==> config.mk <==
export PLATFORM = sky130hd
export DESIGN_NAME = kibc_top
export DESIGN_NICKNAME = d
export VERILOG_FILES = /design/src/design/kibc_pkg.sv /design/src/design/kibc_top.sv
export SDC_FILE = /design/constraint.sdc
export NUM_CORES = 1
export LEC_CHECK = 0
export ABC_AREA = 1
export BUFFER_PORTS_ARGS = -buffer_cell sky130_fd_sc_hd__buf_2
export CELL_PAD_IN_SITES_DETAIL_PLACEMENT = 0
export CELL_PAD_IN_SITES_GLOBAL_PLACEMENT = 1
export CORE_MARGIN = 5
export CORE_UTILIZATION = 33
export CTS_CLUSTER_DIAMETER = 200
export DETAILED_ROUTE_END_ITERATION = 12
export GPL_ROUTABILITY_DRIVEN = 0
export HOLD_SLACK_MARGIN = 0.1
export MAX_ROUTING_LAYER = met4
export PLACE_DENSITY = 0.79
export SKIP_LAST_GASP = 1
export SLEW_MARGIN = 20
export SYNTH_ARGS = -nofsm -noshare
export SYNTH_HDL_FRONTEND = slang
export SYNTH_SLANG_ARGS = --single-unit
==> constraint.sdc <==
create_clock -name ref_clk -period 1.7 [get_ports ref_clk]
set_input_delay 0.085 -clock ref_clk [delete_from_list [all_inputs] [get_ports ref_clk]]
set_output_delay 0.085 -clock ref_clk [all_outputs]
set_load 0.02 [all_outputs]
==> src/design/kibc_pkg.sv <==
/*
 * Package for the keypad interrupt and brownout control register bank.
 * Holds register offsets, field positions, reset values and the bus struct.
 * Assumes a 32-bit Avalon-MM slave with byte-granular word addresses.
 */
package kibc_pkg;
  // Printed offsets are not byte offsets: each is an index, byte address is index times four
  localparam logic [7:0] IDX_PIN_ENABLE = 8'ha1;
  localparam logic [7:0] IDX_AUX_CTRL = 8'ha2;
  localparam logic [7:0] IDX_IRQ_STATUS = 8'hb0;
  localparam logic [7:0] IDX_IRQ_MASK = 8'hb1;
  localparam int ADDR_W = 10;
  // Aux control field positions
  localparam int BIT_KEYPAD_FLAG = 7;
  localparam int BIT_BROWNOUT_DISABLE = 6;
  localparam int BIT_BROWNOUT_IRQ_SEL = 5;
  localparam int BIT_LOW_POWER_BO = 4;
  localparam int BIT_SOFT_RESET = 3;
  localparam int BIT_THRESH_HI = 2;
  localparam int BIT_THRESH_LO = 1;
  localparam int BIT_BROWNOUT_STATUS = 0;
  // Interrupt status bits
  localparam int EVT_KEYPAD = 0;
  localparam int EVT_BROWNOUT = 1;
  localparam int EVT_W = 2;
  // Threshold codes
  localparam logic [1:0] THR_2V6 = 2'h0;
  localparam logic [1:0] THR_3V8 = 2'h2;
  localparam logic [1:0] THR_4V5 = 2'h3;
  // Timed access unlock bytes and window
  localparam logic [7:0] IDX_TIMED_ACCESS = 8'hc7;
  localparam logic [7:0] TA_KEY1 = 8'haa;
  localparam logic [7:0] TA_KEY2 = 8'h55;
  localparam int TA_WINDOW = 4;
  // Low-power sampling: detector on one sixteenth of the time
  localparam int LP_PERIOD = 16;
  localparam logic [7:0] PIN_ENABLE_RST = 8'h00;
  localparam logic [EVT_W-1:0] MASK_RST = 2'h0;

  typedef struct packed {
    logic read;
    logic write;
    logic [ADDR_W-1:0] address;
    logic [31:0] writedata;
    logic [3:0] byteenable;
  } kibc_bus_req_s;

  typedef struct packed {
    logic waitrequest;
    logic [31:0] readdata;
  } kibc_bus_rsp_s;

  typedef struct packed {
    logic detectorOn;
    logic [1:0] threshold;
    logic oscEnable;
  } kibc_bo_ctrl_s;
endpackage : kibc_pkg

==> src/design/kibc_top.sv <==
/*
 * Keypad interrupt and brownout control register bank with Avalon-MM slave.
 * Assumes keypad pins and comparator levels are asynchronous; config bits are
 * stable straps; the chip reset network acts on softResetReq and brownoutResetReq.
 */
// Register access over Avalon-MM is this design's own decision.
`timescale 1ns/1ps
module kibc_top (
  input wire logic ref_clk, // 250 MHz core clock
  input wire logic resetn, // Async active-low reset
  input wire logic clkEn, // Freezes all state except the reset synchroniser when low
  input wire logic [kibc_pkg::ADDR_W-1:0] avs_address, // Byte address
  input wire logic avs_read, // Read request
  input wire logic avs_write, // Write request
  input wire logic [31:0] avs_writedata, // Write data
  input wire logic [3:0] avs_byteenable, // Byte lanes
  output logic [31:0] avs_readdata, // Read data
  output logic avs_waitrequest, // Stall
  input wire logic [7:0] keypadPins, // Port 0 pin levels
  input wire logic keypadLevelSelect, // Trigger level: 1 high, 0 low
  input wire logic brownoutConfigBit, // Config strap for disable
  input wire logic [1:0] brownoutThresholdConfig, // Config straps for threshold
  input wire logic powerDown, // Core is in power-down
  input wire logic supplyAboveUpper, // Comparator: above upper threshold
  input wire logic supplyBelowLower, // Comparator: below lower threshold
  output kibc_pkg::kibc_bo_ctrl_s boCtrl, // Detector controls
  output logic softResetReq, // One-cycle chip reset pulse
  output logic brownoutResetReq, // Brownout chip reset request
  output logic irq // Level interrupt
);
  logic [1:0] rstSync;
  logic rstn;
  logic [7:0] pinMeta, pinSync;
  logic [1:0] cmpMeta, cmpSync;
  logic [7:0] pinEnable_reg;
  logic keypadFlag_reg, brownoutDisable_reg, irqSel_reg, lowPower_reg, status_reg;
  logic [1:0] threshold_reg;
  logic [kibc_pkg::EVT_W-1:0] evtStatus_reg, evtMask_reg;
  logic [2:0] taWindow_reg;
  logic taStage_reg, taOpen;
  logic [3:0] lpCount_reg;
  logic strapLoad_reg;
  logic [31:0] readData_reg;
  logic readDone_reg;
  logic keypadEvent, brownoutSeen, brownoutEvent, boPrev_reg;
  logic wrAccess;
  logic [7:0] wrIndex, wrByte;

  function automatic logic [7:0] word_index(input logic [kibc_pkg::ADDR_W-1:0] a);
    word_index = a[kibc_pkg::ADDR_W-1:2];
  endfunction : word_index

  always_ff @(posedge ref_clk or negedge resetn) begin
    if (!resetn) begin
      rstSync <= 2'h0;
    end else begin
      rstSync <= {rstSync[0], 1'b1};
    end
  end
  assign rstn = rstSync[1];

  always_ff @(posedge ref_clk or negedge rstn) begin
    if (!rstn) begin
      pinMeta <= 8'h00;
      pinSync <= 8'h00;
      cmpMeta <= 2'h0;
      cmpSync <= 2'h0;
    end else if (clkEn) begin
      pinMeta <= keypadPins;
      pinSync <= pinMeta;
      cmpMeta <= {supplyAboveUpper, supplyBelowLower};
      cmpSync <= cmpMeta;
    end
  end

  assign wrAccess = avs_write && clkEn && avs_byteenable[0];
  assign wrIndex = word_index(avs_address);
  assign wrByte = avs_writedata[7:0];
  assign taOpen = taWindow_reg != 3'h0;

  // Level trigger per enabled pin
  assign keypadEvent = |(pinEnable_reg & (keypadLevelSelect ? pinSync : ~pinSync));

  always_ff @(posedge ref_clk or negedge rstn) begin
    if (!rstn) begin
      pinEnable_reg <= kibc_pkg::PIN_ENABLE_RST;
    end else if (clkEn && wrAccess && wrIndex == kibc_pkg::IDX_PIN_ENABLE) begin
      pinEnable_reg <= wrByte;
    end
  end

  // Straps caught on the first enabled edge after release, never under reset
  always_ff @(posedge ref_clk or negedge rstn) begin
    if (!rstn) begin
      strapLoad_reg <= 1'b1;
    end else if (clkEn) begin
      strapLoad_reg <= 1'b0;
    end
  end

  always_ff @(posedge ref_clk or negedge rstn) begin
    if (!rstn) begin
      brownoutDisable_reg <= 1'b1;
      threshold_reg <= kibc_pkg::THR_2V6;
      irqSel_reg <= 1'b0;
      lowPower_reg <= 1'b0;
    end else if (clkEn) begin
      if (strapLoad_reg) begin
        brownoutDisable_reg <= ~brownoutConfigBit;
        threshold_reg <= ~brownoutThresholdConfig;
      end else if (wrAccess && wrIndex == kibc_pkg::IDX_AUX_CTRL) begin
        brownoutDisable_reg <= wrByte[kibc_pkg::BIT_BROWNOUT_DISABLE];
        irqSel_reg <= wrByte[kibc_pkg::BIT_BROWNOUT_IRQ_SEL];
        lowPower_reg <= wrByte[kibc_pkg::BIT_LOW_POWER_BO];
        threshold_reg <= wrByte[kibc_pkg::BIT_THRESH_HI:kibc_pkg::BIT_THRESH_LO];
      end
    end
  end

  // Flag: hardware sets, software writes zero; set wins
  always_ff @(posedge ref_clk or negedge rstn) begin
    if (!rstn) begin
      keypadFlag_reg <= 1'b0;
    end else if (clkEn) begin
      if (keypadEvent) begin
        keypadFlag_reg <= 1'b1;
      end else if (wrAccess && wrIndex == kibc_pkg::IDX_AUX_CTRL) begin
        keypadFlag_reg <= wrByte[kibc_pkg::BIT_KEYPAD_FLAG];
      end
    end
  end

  // Timed access: two key bytes open a short window
  always_ff @(posedge ref_clk or negedge rstn) begin
    if (!rstn) begin
      taStage_reg <= 1'b0;
      taWindow_reg <= 3'h0;
    end else if (clkEn) begin
      if (wrAccess && wrIndex == kibc_pkg::IDX_TIMED_ACCESS) begin
        taStage_reg <= wrByte == kibc_pkg::TA_KEY1;
        if (taStage_reg && wrByte == kibc_pkg::TA_KEY2) begin
          taWindow_reg <= 3'(kibc_pkg::TA_WINDOW);
        end
      end else if (taOpen) begin
        taWindow_reg <= taWindow_reg - 3'h1;
      end
    end
  end

  always_ff @(posedge ref_clk or negedge rstn) begin
    if (!rstn) begin
      softResetReq <= 1'b0;
    end else if (clkEn) begin
      softResetReq <= wrAccess && wrIndex == kibc_pkg::IDX_AUX_CTRL && taOpen
        && wrByte[kibc_pkg::BIT_SOFT_RESET];
    end
  end

  // Detector duty: one sample slot in sixteen while powered down with low-power mode set
  always_ff @(posedge ref_clk or negedge rstn) begin
    if (!rstn) begin
      lpCount_reg <= 4'h0;
    end else if (clkEn) begin
      lpCount_reg <= lpCount_reg + 4'h1;
    end
  end

  always_comb begin
    // Upper bit clear means the lowest level, whatever the lower bit holds
    boCtrl.threshold = (threshold_reg == kibc_pkg::THR_3V8 || threshold_reg == kibc_pkg::THR_4V5)
      ? threshold_reg : kibc_pkg::THR_2V6;
    boCtrl.oscEnable = !brownoutDisable_reg && lowPower_reg && powerDown;
    boCtrl.detectorOn = !brownoutDisable_reg
      && (!(lowPower_reg && powerDown) || lpCount_reg == 4'h0);
  end

  // Status holds between thresholds (hysteresis)
  always_ff @(posedge ref_clk or negedge rstn) begin
    if (!rstn) begin
      status_reg <= 1'b0;
    end else if (clkEn && boCtrl.detectorOn) begin
      if (cmpSync[0]) begin
        status_reg <= 1'b1;
      end else if (cmpSync[1]) begin
        status_reg <= 1'b0;
      end
    end
  end

  assign brownoutSeen = status_reg && !brownoutDisable_reg;
  assign brownoutResetReq = brownoutSeen && !irqSel_reg;

  always_ff @(posedge ref_clk or negedge rstn) begin
    if (!rstn) begin
      boPrev_reg <= 1'b0;
    end else if (clkEn) begin
      boPrev_reg <= brownoutSeen;
    end
  end
  assign brownoutEvent = brownoutSeen && !boPrev_reg && irqSel_reg;

  // Sticky events, write-one-to-clear, set wins
  always_ff @(posedge ref_clk or negedge rstn) begin
    if (!rstn) begin
      evtStatus_reg <= '0;
    end else if (clkEn) begin
      if (wrAccess && wrIndex == kibc_pkg::IDX_IRQ_STATUS) begin
        evtStatus_reg <= (evtStatus_reg & ~wrByte[kibc_pkg::EVT_W-1:0]) | {brownoutEvent, keypadEvent};
      end else begin
        evtStatus_reg <= evtStatus_reg | {brownoutEvent, keypadEvent};
      end
    end
  end

  always_ff @(posedge ref_clk or negedge rstn) begin
    if (!rstn) begin
      evtMask_reg <= kibc_pkg::MASK_RST;
    end else if (clkEn && wrAccess && wrIndex == kibc_pkg::IDX_IRQ_MASK) begin
      evtMask_reg <= wrByte[kibc_pkg::EVT_W-1:0];
    end
  end
  assign irq = |(evtStatus_reg & evtMask_reg);

  // Reads take one registered cycle; writes complete at once
  always_ff @(posedge ref_clk or negedge rstn) begin
    if (!rstn) begin
      readData_reg <= 32'h0000_0000;
      readDone_reg <= 1'b0;
    end else if (clkEn) begin
      readDone_reg <= avs_read && !readDone_reg;
      if (avs_read && !readDone_reg) begin
        case (word_index(avs_address))
          kibc_pkg::IDX_PIN_ENABLE: readData_reg <= {24'h000000, pinEnable_reg};
          kibc_pkg::IDX_AUX_CTRL: readData_reg <= {24'h000000, keypadFlag_reg, brownoutDisable_reg,
            irqSel_reg, lowPower_reg, 1'b0, threshold_reg, status_reg};
          kibc_pkg::IDX_IRQ_STATUS: readData_reg <= {30'h00000000, evtStatus_reg};
          kibc_pkg::IDX_IRQ_MASK: readData_reg <= {30'h00000000, evtMask_reg};
          default: readData_reg <= 32'h0000_0000;
        endcase
      end
    end
  end
  assign avs_readdata = readData_reg;
  assign avs_waitrequest = avs_read && !readDone_reg;

  a_flag_sets: assert property (@(posedge ref_clk) disable iff (!rstn)
    clkEn && keypadEvent |=> keypadFlag_reg)
    else $error("keypad flag not set by enabled pin");
  a_flag_stays: assert property (@(posedge ref_clk) disable iff (!rstn)
    keypadFlag_reg && !(wrAccess && wrIndex == kibc_pkg::IDX_AUX_CTRL) |=> keypadFlag_reg)
    else $error("keypad flag cleared without a write");
  a_pin_masked: assert property (@(posedge ref_clk) disable iff (!rstn)
    pinEnable_reg == 8'h00 |-> !keypadEvent)
    else $error("disabled pins raised keypad event");
  a_detector_off: assert property (@(posedge ref_clk) disable iff (!rstn)
    brownoutDisable_reg |-> !boCtrl.detectorOn && !brownoutResetReq)
    else $error("detector active while disabled");
  a_strap_load: assert property (@(posedge ref_clk) disable iff (!rstn)
    strapLoad_reg && clkEn |=> brownoutDisable_reg == !$past(brownoutConfigBit))
    else $error("disable bit missed its strap");
  a_thresh_strap: assert property (@(posedge ref_clk) disable iff (!rstn)
    strapLoad_reg && clkEn |=> threshold_reg == ~$past(brownoutThresholdConfig))
    else $error("threshold missed its strap");
  a_irq_no_reset: assert property (@(posedge ref_clk) disable iff (!rstn)
    irqSel_reg |-> !brownoutResetReq)
    else $error("reset requested in interrupt mode");
  a_bo_reset: assert property (@(posedge ref_clk) disable iff (!rstn)
    !brownoutDisable_reg && !irqSel_reg && status_reg |-> brownoutResetReq)
    else $error("brownout reset not requested");
  a_soft_reset_locked: assert property (@(posedge ref_clk) disable iff (!rstn)
    clkEn && !taOpen |=> !softResetReq)
    else $error("soft reset without unlock");
  a_soft_reset_fires: assert property (@(posedge ref_clk) disable iff (!rstn)
    taOpen && wrAccess && wrIndex == kibc_pkg::IDX_AUX_CTRL && wrByte[kibc_pkg::BIT_SOFT_RESET]
      |=> softResetReq ##1 !softResetReq)
    else $error("soft reset pulse wrong");
  a_lp_duty: assert property (@(posedge ref_clk) disable iff (!rstn)
    clkEn && boCtrl.detectorOn && lowPower_reg && powerDown
      |=> !boCtrl.detectorOn || !(lowPower_reg && powerDown))
    else $error("low-power detector on outside slot");
  a_status_hold: assert property (@(posedge ref_clk) disable iff (!rstn)
    clkEn && boCtrl.detectorOn && cmpSync[0] |=> status_reg)
    else $error("status not set below lower threshold");
  a_thresh_out: assert property (@(posedge ref_clk) disable iff (!rstn)
    boCtrl.threshold[1] == threshold_reg[1] && (threshold_reg[1] || boCtrl.threshold == kibc_pkg::THR_2V6))
    else $error("threshold output differs");
endmodule : kibc_top

==> impl_metrics.env <==
export IMPL_grt_overflow_total=0
export IMPL_fin_crit_sh_pct=92.30
export IMPL_grt_antenna_before_repair=0
export IMPL_grt_pass1_vias=2672
export IMPL_drv_cap=0
export IMPL_skew_ps=9.566
export IMPL_async_flop_share_pct=100.0
export IMPL_drtIter0Drc=119
export IMPL_fillers=1015
export IMPL_cts_resized=0
export IMPL_hold_viol=0
export IMPL_grt_pass1_wl_mm=12.58
export IMPL_netlist_instances=411
export IMPL_routedWlPerCell_um=12.09
export IMPL_die_w_um=109.2
export IMPL_maxSlewViolCount=0
export IMPL_p_leak_uw=0.002150
export IMPL_p_int_uw=2494
export IMPL_num_vias=2729
export IMPL_cts_root_buffer="clkbuf_8"
export IMPL_synthFlopType="dfrtp_1"
export IMPL_setup_viol=0
export IMPL_cp_arrival_ps=1480
export IMPL_final_antenna_net_count=0
export IMPL_post_cts_buffers=0
export IMPL_fin_setup_tns_ps=0
export IMPL_yosysTopAreaCell="dfrtp_1"
export IMPL_post_route_drc_count=0
export IMPL_drive_gt1_share_pct=19.80
export IMPL_synth_edf_count=0
export IMPL_r2r_worst_path_cells=7
export IMPL_ys_ff_latch=61
export IMPL_status="finished, final reports clean"
export IMPL_power_frac_comb_pct=20.7
export IMPL_timing_rr_start="taWindow_reg[0]"
export IMPL_ios=106
export IMPL_worstHoldStart="avs_writedata[1]"
export IMPL_use_met1_pct=17.61
export IMPL_yosysMostFrequentCell="nand2_1"
export IMPL_p_switching_uw=1127
export IMPL_insertion_delay_ps=340
export IMPL_avgSynthCellArea_sq_um=7.903
export IMPL_initial_utilization_pct=33.54
export IMPL_timing_fmax_ghz=0.6373
export IMPL_grt_max_degree=36
export IMPL_n_antenna_cell=0
export IMPL_synthDistinctLibCells=33
export IMPL_die_y_um=109.2
export IMPL_clock_path_buffers=2
export IMPL_synth_seq_area_share_pct=47.07
export IMPL_yosys_top_cells_count="nand2_1 (156), dfrtp_1 (59), inv_1 (41)"
export IMPL_grt_usage_pct=13.97
export IMPL_min_path_cells=3
export IMPL_setup_worst_path_end_class="output pin"
export IMPL_dieArea_sq_um=11930
export IMPL_io_buffer_count=52
export IMPL_place_hpwl_mm=5.731
export IMPL_reg2reg_slack_ps=430
export IMPL_gr_usage_met2_pct=22.41
export IMPL_p_seq_share_pct=48.7
export IMPL_switching_share_pct=31.13
export IMPL_crit_fanout=4
export IMPL_htreeDepth=3
export IMPL_rows=36
export IMPL_r2r_end="taWindow_reg[2]"
export IMPL_total_power_uw=3621
export IMPL_coreArea_sq_um=9684
export IMPL_min_delay_path_class="in -> reg"
export IMPL_p_per_area_nw_per_um2=914.2
export IMPL_ir_worst_vdd_mv=0.6931
export IMPL_whs_endpoint="pinEnable_reg[1]"
export IMPL_startpoint_type="register"
export IMPL_rsz0062_at_grt="no"
export IMPL_multi_input_area_sq_um=1409
export IMPL_path_clk_slew_ps=70
export IMPL_wl_mm=7.591
export IMPL_finalNetCount=560
export IMPL_synth_area_sq_um=3248
export IMPL_cts_tree="done"
export IMPL_grtUsageMet3_pct=4.322
export IMPL_synth_top_area_share_pct=45.45
export IMPL_clockPowerShare_pct=30.5
export IMPL_cts_buffers=9
export IMPL_areaGrowthSynthToFinish_pct=21.96
export IMPL_period_needed_ps=1569
export IMPL_cts_sink_count=61
export IMPL_yosys_warnings=0
export IMPL_dr_pass1_iters=4
export IMPL_postCtsHoldBufs=22
export IMPL_criticalPathCategory="reg -> out"
export IMPL_critPathRequiredTime_ps=1620
export IMPL_ff_latch_area_sq_um=1530
export IMPL_synth_area_leaders="dfrtp_1 (45%), nand2_1 (18%), buf_4 (5.8%)"
export IMPL_viasPerCell=4.346
export IMPL_grt_busiest_layer="met2"
power by group through the flow:
stage	clock (uW)	combinational (uW)	sequential, uW
finish	1110	750	1770
global route	1190	872	1790
CTS	1130	759	1770
detailed placement	0	716	1790
global placement	0	678	1780
floorplan	0	553	1770
cells by family after synthesis:
kind of cell | count (synthesis) | synth area share, %
AND/OR/NAND/NOR | 221 | 30.28
AO/OA/AOI/OAI | 43 | 7.858
buffers and inverters | 77 | 12.21
adder cells (fa/ha/maj) | 4 | 1.541
other | 2 | 0.2312
XOR/XNOR | 3 | 0.8091
flip-flops | 61 | 47.07
metal layers:
| metal | routed length [um] | vias up |
|---|---|---|
| li1 | - | 1398 |
| met1 | 3511 | 1251 |
| met2 | 3519 | 76 |
| met3 | 526 | 4 |
| met4 | 33 | 0 |
| met5 | 0 | - |
placed cells by master, fill, tap and decap left out, types with 7 or more instances in the layout:
master | synthesis | final
dlygate4sd3_1 | 0 | 22
o21ai_0 | 30 | 30
o21ai_2 | 8 | 8
clkbuf_8 | 0 | 10
nand4_1 | 7 | 7
nand2_1 | 156 | 156
inv_1 | 41 | 41
conb_1 | 2 | 25
nand3_1 | 22 | 22
buf_2 | 1 | 52
dfrtp_1 | 59 | 58
nor2_1 | 17 | 17
through the flow:
stage / utilization, % / std cells / hold WS, ps / area (sq um) / setup slack, ps
final: 40.90 / 628 / 114.5 / 3961 / 131.0
after global placement: 36.95 / 590 / -129.3 / 3578 / 486.9
after CTS: 40.90 / 628 / 109.4 / 3961 / 115.4
after detailed placement: 36.95 / 590 / -128.1 / 3578 / 454.6
after global routing: 40.90 / 628 / 109.1 / 3961 / 20.98
after floorplan: - / 434 / -210.6 / 3336 / 278.2
worst max-delay path by stage:
| stage | cells after the start | start | slack [ps] | end |
|---|---|---|---|---|
| global route | 5 | lpCount_reg[0] | 20 | boCtrl[3] |
| finish | 5 | lpCount_reg[0] | 130 | boCtrl[3] |
| CTS | 5 | lpCount_reg[0] | 120 | boCtrl[3] |
| floorplan | 7 | lpCount_reg[0] | 280 | status_reg |
| global placement | 8 | avs_address[4] | 490 | avs_readdata[0] |
| detailed placement | 7 | taWindow_reg[0] | 450 | taWindow_reg[2] |
worst max-delay path, cell delays in order (launching register included):
cell	delay, ps
dfrtp_1	420
inv_1	70
ha_1	150
nand2_1	60
a31oi_1	220
buf_2	230
final cells by class:
class / count / share of cell area, %
clock inverters: 2 / 0.2527
inverters: 44 / 4.296
clock buffers: 14 / 3.853
repair buffers: 78 / 13.20
well taps: 133 / 4.201
flip-flops and latches: 61 / 38.63
multi-input cells: 296 / 35.57
Note: power is estimated with default switching activity, not from simulation.
